`src/core/pmc_defs.svh`:
```
// Constants for the dual core power mode controller
`ifndef PMC_DEFS_SVH
`define PMC_DEFS_SVH
`define PMC_NUM_CORES 2
`define PMC_NUM_BLOCKS 8
`define PMC_RST_TIME_NS 400
`define PMC_CLK_NS 40
`define PMC_RST_CYCLES ((`PMC_RST_TIME_NS + `PMC_CLK_NS - 1) / `PMC_CLK_NS)
`define PMC_MODE_DEEP_SLEEP 2'h0
`define PMC_MODE_POWER_DOWN 2'h1
`define PMC_MODE_DEEP_PD 2'h2
`endif

```
`src/core/pmc_pkg.sv`:
```
// Types for the dual core power mode controller
package pmc_pkg;
    typedef enum logic [2:0] {
        PMC_ACTIVE = 3'h0,
        PMC_SLEEP = 3'h1,
        PMC_DEEP_SLEEP = 3'h3,
        PMC_POWER_DOWN = 3'h2,
        PMC_DEEP_PD = 3'h6
    } pmc_state_t;
    typedef enum logic [1:0] {
        PMC_SYS_RUN = 2'h0,
        PMC_SYS_LOW = 2'h1,
        PMC_SYS_WAKE = 2'h3,
        PMC_SYS_RESET = 2'h2
    } pmc_sys_t;
    typedef struct packed {
        logic [1:0] core_clk_en;
        logic periph_clk_en;
        logic periph_pwr_en;
        logic mem_pwr_en;
        logic chip_reset;
    } pmc_pwr_t;
endpackage

```
`src/core/pmc_power_mode_controller.sv`:
```
// Power mode sequencer for two cores with per-block reset generator
`timescale 1ns/10ps
`default_nettype none
`include "pmc_defs.svh"
module pmc_power_mode_controller (
    input wire logic clk,
    input wire logic sys_rst,
    input wire logic [1:0] core_sleep_req,
    input wire logic [1:0] wait_instr,
    input wire logic [1:0] pd_req_en,
    input wire logic [1:0] pd_req,
    input wire logic [1:0] pd_mode_sel,
    input wire logic [1:0] core_interrupt_controller,
    input wire logic [1:0] event_in,
    input wire logic wake_pin,
    input wire logic rtc_event,
    input wire logic alarm_event,
    input wire logic [7:0] block_rst_req,
    output logic [1:0] core_clk_en,
    output logic [1:0] core_active,
    output logic [1:0] wake_irq_pending,
    output logic [1:0] wake_evt_pending,
    output logic periph_clk_en,
    output logic periph_pwr_en,
    output logic mem_pwr_en,
    output logic chip_reset,
    output logic [2:0] sys_mode,
    output logic [7:0] block_rst
);
    import pmc_pkg::*;

    pmc_state_t core_state_reg [2];
    pmc_sys_t sys_reg;
    logic [1:0] pd_mode_reg;
    logic [1:0] pend_reg;
    logic [3:0] rst_cnt_reg;
    logic [1:0] armed;
    logic all_agree;
    logic sys_wake;
    logic sys_run;
    logic deep_pd_sel;

    // An enabled active core arms only while it waits
    assign armed = pd_req_en & pd_req & wait_instr & core_active;
    // Every enabled core must have armed
    assign all_agree = (pd_req_en != 2'h0) &&
        ((armed & pd_req_en) == pd_req_en);
    assign sys_wake = wake_pin | rtc_event | alarm_event;
    // Sequencer idle, system running
    assign sys_run = (sys_reg == PMC_SYS_RUN);
    // Codes above power-down all act as deep power-down
    assign deep_pd_sel = (pd_mode_reg >= `PMC_MODE_DEEP_PD);

    genvar gi;
    generate
        for (gi = 0; gi < 2; gi = gi + 1) begin : g_core
            // Latch wake sources apart; set wins over clear
            always_ff @(posedge clk) begin
                if (sys_rst) begin
                    wake_irq_pending[gi] <= 1'b0;
                    wake_evt_pending[gi] <= 1'b0;
                end else begin
                    if (core_interrupt_controller[gi])
                        wake_irq_pending[gi] <= 1'b1;
                    else if (core_state_reg[gi] == PMC_ACTIVE)
                        wake_irq_pending[gi] <= 1'b0;
                    if (event_in[gi])
                        wake_evt_pending[gi] <= 1'b1;
                    else if (core_state_reg[gi] == PMC_ACTIVE)
                        wake_evt_pending[gi] <= 1'b0;
                end
            end
            // Per-core active or sleep
            always_ff @(posedge clk) begin
                if (sys_rst) begin
                    core_state_reg[gi] <= PMC_ACTIVE;
                end else if (sys_reg != PMC_SYS_RUN) begin
                    core_state_reg[gi] <= PMC_ACTIVE;
                end else begin
                    case (core_state_reg[gi])
                        PMC_ACTIVE: begin
                            if (core_sleep_req[gi] && !all_agree)
                                core_state_reg[gi] <= PMC_SLEEP;
                        end
                        PMC_SLEEP: begin
                            if (core_interrupt_controller[gi] ||
                                event_in[gi] || wake_irq_pending[gi] ||
                                wake_evt_pending[gi])
                                core_state_reg[gi] <= PMC_ACTIVE;
                        end
                        default: core_state_reg[gi] <= PMC_ACTIVE;
                    endcase
                end
            end
            // Clock only for a running active core
            always_ff @(posedge clk) begin
                if (sys_rst) begin
                    core_clk_en[gi] <= 1'b1;
                    core_active[gi] <= 1'b1;
                end else begin
                    core_clk_en[gi] <= (sys_reg == PMC_SYS_RUN) &&
                        (core_state_reg[gi] == PMC_ACTIVE) &&
                        !(core_sleep_req[gi] && !all_agree) &&
                        !all_agree;
                    core_active[gi] <= (sys_reg == PMC_SYS_RUN) &&
                        (core_state_reg[gi] == PMC_ACTIVE);
                end
            end
        end
    endgenerate

    // System low-power sequencer
    always_ff @(posedge clk) begin
        if (sys_rst) begin
            sys_reg <= PMC_SYS_RUN;
            pd_mode_reg <= `PMC_MODE_DEEP_SLEEP;
            rst_cnt_reg <= 4'h0;
        end else begin
            case (sys_reg)
                PMC_SYS_RUN: begin
                    // Mode latched at the moment of agreement
                    if (all_agree) begin
                        sys_reg <= PMC_SYS_LOW;
                        pd_mode_reg <= pd_mode_sel;
                    end
                end
                PMC_SYS_LOW: begin
                    if (sys_wake) begin
                        // Deep power-down wake runs the chip reset
                        if (deep_pd_sel) begin
                            sys_reg <= PMC_SYS_RESET;
                            rst_cnt_reg <= 4'(`PMC_RST_CYCLES);
                        end else begin
                            sys_reg <= PMC_SYS_WAKE;
                        end
                    end
                end
                PMC_SYS_WAKE: sys_reg <= PMC_SYS_RUN;
                PMC_SYS_RESET: begin
                    // Chip-wide reset clears the latched mode
                    pd_mode_reg <= `PMC_MODE_DEEP_SLEEP;
                    if (rst_cnt_reg == 4'h1)
                        sys_reg <= PMC_SYS_RUN;
                    rst_cnt_reg <= rst_cnt_reg - 4'h1;
                end
                default: sys_reg <= PMC_SYS_RUN;
            endcase
        end
    end

    // Domain power and clocks
    always_ff @(posedge clk) begin
        if (sys_rst) begin
            periph_clk_en <= 1'b1;
            periph_pwr_en <= 1'b1;
            mem_pwr_en <= 1'b1;
            chip_reset <= 1'b0;
        end else begin
            // Peripheral domain off from entry until run again
            periph_clk_en <= sys_run && !all_agree;
            periph_pwr_en <= sys_run && !all_agree;
            // Memories keep power only in deep-sleep
            if (sys_reg == PMC_SYS_LOW)
                mem_pwr_en <= (pd_mode_reg == `PMC_MODE_DEEP_SLEEP);
            else if (sys_run && all_agree)
                mem_pwr_en <= (pd_mode_sel == `PMC_MODE_DEEP_SLEEP);
            else
                mem_pwr_en <= 1'b1;
            // Chip reset held while the wake count runs
            chip_reset <= (sys_reg == PMC_SYS_RESET);
        end
    end

    // Reported state, ranked by consumption
    always_ff @(posedge clk) begin
        if (sys_rst) begin
            sys_mode <= PMC_ACTIVE;
        end else if (sys_reg == PMC_SYS_LOW) begin
            // Low-power code follows the latched mode
            case (pd_mode_reg)
                `PMC_MODE_DEEP_SLEEP: sys_mode <= PMC_DEEP_SLEEP;
                `PMC_MODE_POWER_DOWN: sys_mode <= PMC_POWER_DOWN;
                default: sys_mode <= PMC_DEEP_PD;
            endcase
        end else if (core_state_reg[0] == PMC_SLEEP &&
                     core_state_reg[1] == PMC_SLEEP) begin
            sys_mode <= PMC_SLEEP;
        end else begin
            sys_mode <= PMC_ACTIVE;
        end
    end

    // Per-block resets, forced by a chip reset
    generate
        for (gi = 0; gi < `PMC_NUM_BLOCKS; gi = gi + 1) begin : g_rst
            always_ff @(posedge clk) begin
                if (sys_rst)
                    block_rst[gi] <= 1'b1;
                else
                    block_rst[gi] <= block_rst_req[gi] ||
                        (sys_reg == PMC_SYS_RESET);
            end
        end
    endgenerate
endmodule
`default_nettype wire

```
`config.mk`:
```
export PLATFORM = sky130hd
export DESIGN_NAME = pmc_power_mode_controller
export DESIGN_NICKNAME = d
export VERILOG_FILES = /design/src/core/pmc_pkg.sv /design/src/core/pmc_power_mode_controller.sv
export VERILOG_INCLUDE_DIRS = /design/src /design/src/core
export SDC_FILE = /design/constraint.sdc
export NUM_CORES = 1
export LEC_CHECK = 0
export BUFFER_PORTS_ARGS = -buffer_cell sky130_fd_sc_hd__buf_2
export CORE_UTILIZATION = 35
export DETAILED_ROUTE_END_ITERATION = 6
export PLACE_DENSITY = 0.65
export SYNTH_ARGS = -nofsm -noshare
export SYNTH_HDL_FRONTEND = slang
export SYNTH_SLANG_ARGS = --single-unit
```
`constraint.sdc`:
```
create_clock -name clk -period 2.5 [get_ports clk]
set_input_delay 0.125 -clock clk [delete_from_list [all_inputs] [get_ports clk]]
set_output_delay 0.125 -clock clk [all_outputs]
set_load 0.005 [all_outputs]
```
# --- Word-level counts from Yosys, hierarchy flattened ---
# Memories as Yosys holds them, arrays and structs flattened.
# Index checks and enable logic that the tools add are counted.
word_totals:
  regBits: 30
  ram_bits: 2
  inputBits: 27
  output_inout_bits: 23
  elab_cells: 161
  mem_count: 1
op_classes:
  addsub: 1
  magnitude_cmp: 1
  n_eq_ne: 12
  muxes: 62
  bitwise_logic: 14
  n_reduce_logical: 47
memory_table:
  columns: ["memory", "depth", "width", "read_ports", "rd_ports_with_merged_regs", "write_ports", "line", "rtl"]
  rows:
  - ["core_state_reg", 2, 1, 2, 0, 2, "pmc_power_mode_controller.sv:32", "pmc_state_t core_state_reg [2];"]
op_table:
  columns: ["op", "count"]
  rows:
  - ["$mux W1", 51]
  - ["$reduce_bool A2 Y1", 8]
  - ["$logic_or A1 B1 Y1", 14]
  - ["$logic_and A1 B1 Y1", 12]
  - ["$or A1 B1 Y1", 10]
  - ["$and A2 B2 Y2", 4]
  - ["$mux W2", 4]
  - ["$mux W4", 2]
  - ["$ne A2 B2 Y1 const B", 4]
  - ["$pmux W2 S4", 1]
  - ["$pmux W4 S2", 1]
  - ["$eq A3 B1 Y1 const B", 2]
  - ["$logic_not A2 Y1", 3]
  - ["$logic_not A3 Y1", 2]
  - ["$pmux W3 S2", 1]
  - ["$reduce_and A3 Y1", 2]
  - ["$eq A2 B1 Y1 const B", 2]
  - ["$eq A2 B2 Y1 const B", 2]
  - ["$eq A4 B1 Y1 const B", 1]
  - ["$pmux W2 S2", 1]
  - ["$reduce_or A2 Y1", 2]
  - ["$sub A4 B1 Y4 const B", 1]
  - ["$logic_not A1 Y1", 3]
  - ["$mux W3", 1]
  - ["other kinds (3)", 3]

# --- Logic depth before layout (Yosys ltp) ---
# Gate-level depths: netlist of the first run.
depth:
  depth_word: 16
  mapped_depth: 6
  mapped_depth_nobuf: 6

# --- Least setup slack after synthesis of the first run ---
# Ideal clock, no wire load.
synth_timing:
  path_type: "reg-to-reg"
  startpoint: "register core_active[0]"
  endpoint: "memory core_state_reg[1] (netlist bit) (enable)"
  setup_ns: 0.311
  arrival_time_ns: 0.950
  required_ns: 2.189
  path_slack_ns: 1.239
  path_stages_with_launch: 6
  path_buffers: 1
  synth_period_minus_slack_ns: 1.261
  path_cell_list: "dfxtp_1 > nand3_1 > a22o_1 > buf_2 > nand2_1 > o211ai_1"
synth_lines:
  columns: ["element", "line", "rtl"]
  rows:
  - ["start, declared", "pmc_power_mode_controller.sv:20", "output logic [1:0] core_active,"]
  - ["start signal, assigned by index", "pmc_power_mode_controller.sv:105", "core_active[gi] <= (sys_reg == PMC_SYS_RUN) &&"]
  - ["end, declared", "pmc_power_mode_controller.sv:32", null]

# --- Worst setup path after layout of the first run ---
layout_timing:
  startpoint: "register sys_reg[0]"
  endpoint: "register pd_mode_reg[1]"
layout_between:
  elab_chain_cells: 3
  word_cells_on_any_way: 6
  classes_between: "eq/ne (2); mux (1); reduce/logical (3)"
layout_lines:
  columns: ["element", "line", "rtl"]
  rows:
  - ["start, declared", "pmc_power_mode_controller.sv:33", "pmc_sys_t sys_reg;"]
  - ["start signal, assigned", "pmc_power_mode_controller.sv:115", "sys_reg <= PMC_SYS_RUN;"]
  - ["start signal, assigned", "pmc_power_mode_controller.sv:123", "sys_reg <= PMC_SYS_LOW;"]
  - ["start signal, assigned", "pmc_power_mode_controller.sv:131", "sys_reg <= PMC_SYS_RESET;"]
  - ["$eq A2 B2 Y1 or $logic_not A2 Y1 (tied branches)", "pmc_power_mode_controller.sv:119", "case (sys_reg)"]
  - ["$reduce_bool A2 Y1 (no source line) or $ne A2 B2 Y1 (tied branches)", null, null]
  - ["$reduce_and A2 Y1 (no source line)", null, null]
  - ["end signal, assigned", "pmc_power_mode_controller.sv:116", "pd_mode_reg <= `PMC_MODE_DEEP_SLEEP;"]
  - ["end signal, assigned", "pmc_power_mode_controller.sv:124", "pd_mode_reg <= pd_mode_sel;"]
  - ["end signal, assigned", "pmc_power_mode_controller.sv:141", "pd_mode_reg <= `PMC_MODE_DEEP_SLEEP;"]
  - ["end, declared", "pmc_power_mode_controller.sv:34", "logic [1:0] pd_mode_reg;"]
# Parallel ways exist; a longest one is shown, timed or not.
# A chain may end at the register's enable or synchronous reset.

==> flow_summary.toml, run 1 <==
[cts]
clockRootBuffer = "clkbuf_8"
cts_htree_levels = 2
ctsLongestPathBuffers = 2
cts_hold_buf = 0
cts_buffers = 5
cts.clk_slew.worst_paths_ns = 0.06
clock-sinks = 32
cts_tree = "built"
cts_setup_buffers = 0
cts.repair.resized = 0
worstSkewPairLatency_ns = 0.28

[critical_path]
worst-setup-path-type = "register to register"
end_kind = "register"
start_kind = "register"
cp-endpoint = "pd_mode_reg[1]"
startpoint = "sys_reg[0]"
rr_endpoint = "pd_mode_reg[1]"
cp_max_fo = 11
cp.required_ns = 2.70
crit-reg2reg-launch = "sys_reg[0]"
reg2reg_depth = 4
critPathArrivalTime_ns = 1.66
r2r_slack_ns = 1.04

[synthesis]
synthTopCellsByCount = "dfxtp_1 (30), nand2b_1 (12), nor2_1 (11)"
yosys_register_bits = 32
synth.area.top_cells = "dfxtp_1 (46%), nand2b_1 (5.7%), edfxtp_1 (4.6%), nor2_1 (3.2%), a21oi_1 (2.7%)"
ys.flop_type = "dfxtp_1"
syn_avg_cell_area_um2 = 10.5
yosysMostFrequentCell = "dfxtp_1"
synth_edf_count = 2
synthDistinctLibCells = 44
synthCells = 125
yosysTopAreaCell = "dfxtp_1"
synth.net_count = 154
ys_warn_count = 0
syn_area_um2 = 1310
synth-async-reset-ratio = 0
ys_seq_area_frac = 0.506
synth_top_area_share = 0.460

[floorplan]
num_io_pins = 50
die_x_um = 63.1
initial_utilization = 0.379
core_area_um2 = 3440
std_cell_rows = 21
die_area_um2 = 3980
chipHeight_um = 63.1

[status]
status = "complete, no violations"

[grt]
overflow = 0
antenna_found_initial = 0
grt_pass1_vias = 1034
grt_start_max_net_pins = 24
grt_usage = 0.149
grt_pass1_wl_um = 4510

[detailed_routing]
antenna_left = 0
vias = 1066
dr.first_iter.drc_count = 33
dr.pass1.iters = 4
vias_per_cell = 4.85
drc_errors = 0
wire_per_inst_um = 12.1
routed_wl_um = 2660

[final_layout]
multiInputGateArea_um2 = 586
largest_reg_flops = 8
regArea_um2 = 661
fin_area_um2 = 1670
nFillCells = 331
drive_gt1_frac = 0.391
nNetsFinal = 202
area_delta_synth_final_pct = 27.7
antenna_cells = 0

[sta]
rsz0062_at_grt = "no"
slew_violations = 0
timing.hold.ws_ns = 0.0216
worstMarginPinSlew_ns = 0.519
finalHoldViolCount = 0
slew_headroom = 0.654
post-route-period-util = 0.582
maxClockFrequency_ghz = 0.687
finalCriticalPeriod_ns = 1.46
clock_skew_ns = 0.00584
fin_setup_tns_ns = 0
setup_slack_ns = 1.04
finalSetupViolCount = 0

[placed_design]
port-buffer-count = 49
place_area_um2 = 1560
place_ws_ns = 1.04
hpwl_um = 1990
place.gp.congestion = 0.795

[power]
power_leakage_nw = 0.716
total_power_mw = 1.24
ir_drop_v = 0.000308
power_density_nw_per_um2 = 745

[job]
cap_violations = 0

[worst_hold_path]
hold_path.class = "input port to register"
## logic make-up (layout without fill, tap and decap cells)
group,Yosys count,after routing,synth area share
AOI/OAI and AO/OA,30,30,0.185
xor gates and xnor gates,2,2,0.0134
adders and majority gates,2,2,0.0192
buffers and inverters,11,60,0.0460
DFF,32,32,0.506
muxes,1,1,0.0115
and+or+nand+nor,47,47,0.219
## worst min-delay path by stage
| stage | start | endpoint | slack [ns] | cells past startpoint |
|---|---|---|---|---|
| 3_5_place_dp | block_rst_req[3] | block_rst[3] | 0.31 | 2 |
| 3_3_place_gp | block_rst_req[1] | block_rst[1] | 0.30 | 2 |
| 6_report | block_rst_req[7] | block_rst[7] | 0.02 | 2 |
| 5_1_grt | block_rst_req[7] | block_rst[7] | 0.02 | 2 |
| 2_1_floorplan | sys_rst | sys_mode[1] | 0.21 | 1 |
| 4_1_cts | block_rst_req[7] | block_rst[7] | 0.01 | 2 |
## critical path, cell delays in order, from the launching register on
cell     delay, ns
dfxtp_1       0.64
inv_2         0.12
a21oi_2       0.39
nand3_1       0.14
o31ai_2       0.08
## layout make-up
cell class / count / area share
multi-input combinational: 82 / 0.351
timing repair buffer: 49 / 0.147
clock buffer: 6 / 0.0435
sequential: 32 / 0.396
inverter: 3 / 0.00675
clock inverter: 2 / 0.0210
tap: 46 / 0.0345
## placed cells by master (no fill, tap or decap), types with 3 or more instances in the layout
cell type,count
a21oi_1,7
nor3_1,3
nand2b_1,12
dfxtp_1,30
nand3_1,3
a21o_1,3
nor2_1,11
clkbuf_8,5
nand2_1,5
buf_2,49
## per-stage QoR
stage | utilization | std cells
floorplan | - | 125
global placement | 0.453 | 212
detailed placement | 0.453 | 212
CTS | 0.485 | 220
global route | 0.485 | 220
finish | 0.485 | 220
## per-layer routing
metal	track usage	part of all wire	vias to the layer above
met1	0.168	0.45	487
met2	0.238	0.47	35
li1	-	-	540
met4	0.0785	0.016	0
met3	0.0616	0.068	4
met5	0	0	-
## power breakdown
group | internal (mW) | switching (mW) | total (mW)
clock network | 0.295 | 0.174 | 0.469
logic | 0.0896 | 0.0809 | 0.171
registers | 0.559 | 0.0431 | 0.602
total | 0.944 | 0.298 | 1.24
Note: power is estimated with default switching activity, not from simulation.
==> run 2, diff against run 1 <==
==> constraint.sdc (replaced) <==
create_clock -name clk -period 1.52 [get_ports clk]
set_input_delay 0.076 -clock clk [delete_from_list [all_inputs] [get_ports clk]]
set_output_delay 0.076 -clock clk [all_outputs]
set_load 0.005 [all_outputs]
==> run 2 against run 1 <==
  * Register-to-register slack worse by 0.86 ns
  * Utilization is 1.8 points higher
  * Maximum frequency is 9.3% higher
  * Sequential power is 65% higher
  * Via count is 4.4% higher
  * Non-clock buffer count is 9 higher
  * Routed wire length is 9.2% higher
  * Critical path type unchanged
  * Largest cell class unchanged
  * Largest power group unchanged
  * Highest routed layer unchanged
==> flow_summary.toml, run 2 (synthesized netlist as in run 1, its figures left out) <==
[grt]
grt_pass1_vias = 1140
grt_usage = 0.164
antenna_found_initial = 0
grt_start_max_net_pins = 24
overflow = 0
grt_pass1_wl_um = 5070

[critical_path]
cp.required_ns = 1.71
reg2reg_depth = 4
crit-reg2reg-launch = "rst_cnt_reg[0]"
crit_chain = "inv_1 -> ha_1 -> mux2_4 -> a221oi_2"
rr_endpoint = "rst_cnt_reg[1]"
slowest_delay_ns = 0.43
start_kind = "register"
critPathArrivalTime_ns = 1.52
slowest_stage = "dfxtp_1"
worst-setup-path-type = "register to register"
r2r_slack_ns = 0.19
cp_max_fo = 5
end_kind = "register"

[final_layout]
final_cell_mix = "buf_2 (49), dfxtp_1 (28), nand2b_1 (12), nor2_1 (11)"
layout_commonest_cell = "buf_2"
fin_util = 0.502
area_delta_synth_final_pct = 32.4
nNetsFinal = 211
drive_gt1_frac = 0.388
antenna_cells = 0
fin_area_um2 = 1730
largest_reg_flops = 8

[power]
ir_drop_v = 0.000615
seq_power_share = 0.522
swShare = 0.260
power_leakage_nw = 0.743
total_switching_power_mw = 0.494
pwr-share-clk = 0.317
p_int_mw = 1.41
p_comb_frac = 0.161
power_density_nw_per_um2 = 1100

[cts]
cts_setup_buffers = 0
cts_htree_levels = 2
clock-sinks = 32
cts.clk_slew.worst_paths_ns = 0.06
cts_buffers = 5
cts_tree = "built"
ctsLongestPathBuffers = 2
worstSkewPairLatency_ns = 0.27
clockRootBuffer = "clkbuf_8"

[sta]
fin_setup_tns_ns = 0
finalSetupViolCount = 0
maxClockFrequency_ghz = 0.751
post-route-period-util = 0.876
slew_violations = 0
worstMarginPinSlew_ns = 0.466
finalCriticalPeriod_ns = 1.33
slew_headroom = 0.689
rsz0062_at_grt = "no"
finalHoldViolCount = 0
clock_skew_ns = 0.00699

[worst_hold_path]
hold_start = "block_rst_req[6]"
min_path_cells = 2
hold_path.class = "input port to register"
worstHoldEndpoint = "block_rst[6]"

[job]
cap_violations = 0

[placed_design]
place_area_um2 = 1580
place.gp.congestion = 0.829
hpwl_um = 2040
port-buffer-count = 49

[detailed_routing]
drc_errors = 0
wire_per_inst_um = 12.7
routed_wl_um = 2900
vias = 1113
antenna_left = 0
vias_per_cell = 4.86
dr.first_iter.drc_count = 19
dr.pass1.iters = 4

[floorplan]
std_cell_rows = 21
die_x_um = 63.1
initial_utilization = 0.379
chipHeight_um = 63.1
core_area_um2 = 3440
die_area_um2 = 3980
num_io_pins = 50

[status]
status = "complete, no violations"
==> run 2: changes by cell type in the layout (fill, tap and decap cells not counted), sizes merged <==
cell / change
dlygate4sd3: +7
buf: +2
bufinv: -1
clkbuf: +1
==> run 2: what timing repair did <==
action | 4_1_cts | 5_1_grt
endpoints found under the hold margin | 7 | 0
gates resized for setup | 0 | 2
endpoints found under the setup margin | 0 | 2
hold buffers | 7 | 0
==> run 2: worst max-delay path, delay by kind of cell, from the launching register on <==
family / cells / cell delay (ns)
muxes: 1 / 0.26
AOI/OAI and AO/OA: 1 / 0.20
buffers and inverters: 1 / 0.07
DFF: 1 / 0.43
adders and majority gates: 1 / 0.29
==> run 2: cell type report <==
| cell class | instances | area (um2) |
|---|---|---|
| fill | 320 | 1710 |
| sequential | 32 | 663 |
| multi-input combinational | 82 | 586 |
| timing repair buffer | 58 | 330 |
| clock buffer | 7 | 76.3 |
| tap | 46 | 57.6 |
| inverter | 3 | 11.3 |
| clock inverter | 1 | 5.00 |
==> run 2: how the worst max path moves through the flow <==
stage,startpoint,depth (start not counted),endpoint
after floorplan,core_active[0],5,core_state_reg[1]
after global placement,sys_reg[1],4,rst_cnt_reg[3]
after detailed placement,sys_reg[1],4,rst_cnt_reg[3]
after CTS,sys_reg[1],4,rst_cnt_reg[3]
after global routing,rst_cnt_reg[0],4,rst_cnt_reg[1]
final,rst_cnt_reg[0],4,rst_cnt_reg[1]
==> run 2: power by group through the flow <==
stage	Clock (mW)	Sequential [mW]	Combinational (mW)
5_1_grt	0.664	1.00	0.343
6_report	0.602	0.991	0.306
3_3_place_gp	0	1.00	0.281
4_1_cts	0.623	0.991	0.306
3_5_place_dp	0	1.01	0.291
2_1_floorplan	0	0.974	0.209
==> run 2: metrics by stage <==
stage	setup slack [ns]	hold slack, ns	total power [mW]	cells
2_1_floorplan	0.259	0.164	1.18	125
3_3_place_gp	0.209	0.256	1.28	214
3_5_place_dp	0.126	0.262	1.30	214
4_1_cts	0.132	0.00425	1.92	229
5_1_grt	0.0983	0.00195	2.01	229
6_report	0.188	0.00431	1.90	229
==> run 2: routing by layer <==
metal  vias to the layer above  part of all wire  wire (um)  global-route usage
met5                         -                 0          0                   0
met2                        36              0.48       1400               0.266
met1                       509              0.44       1270               0.193
met3                         8             0.052        152              0.0435
met4                         0             0.025         74              0.0988
li1                        560                 -          -                   -
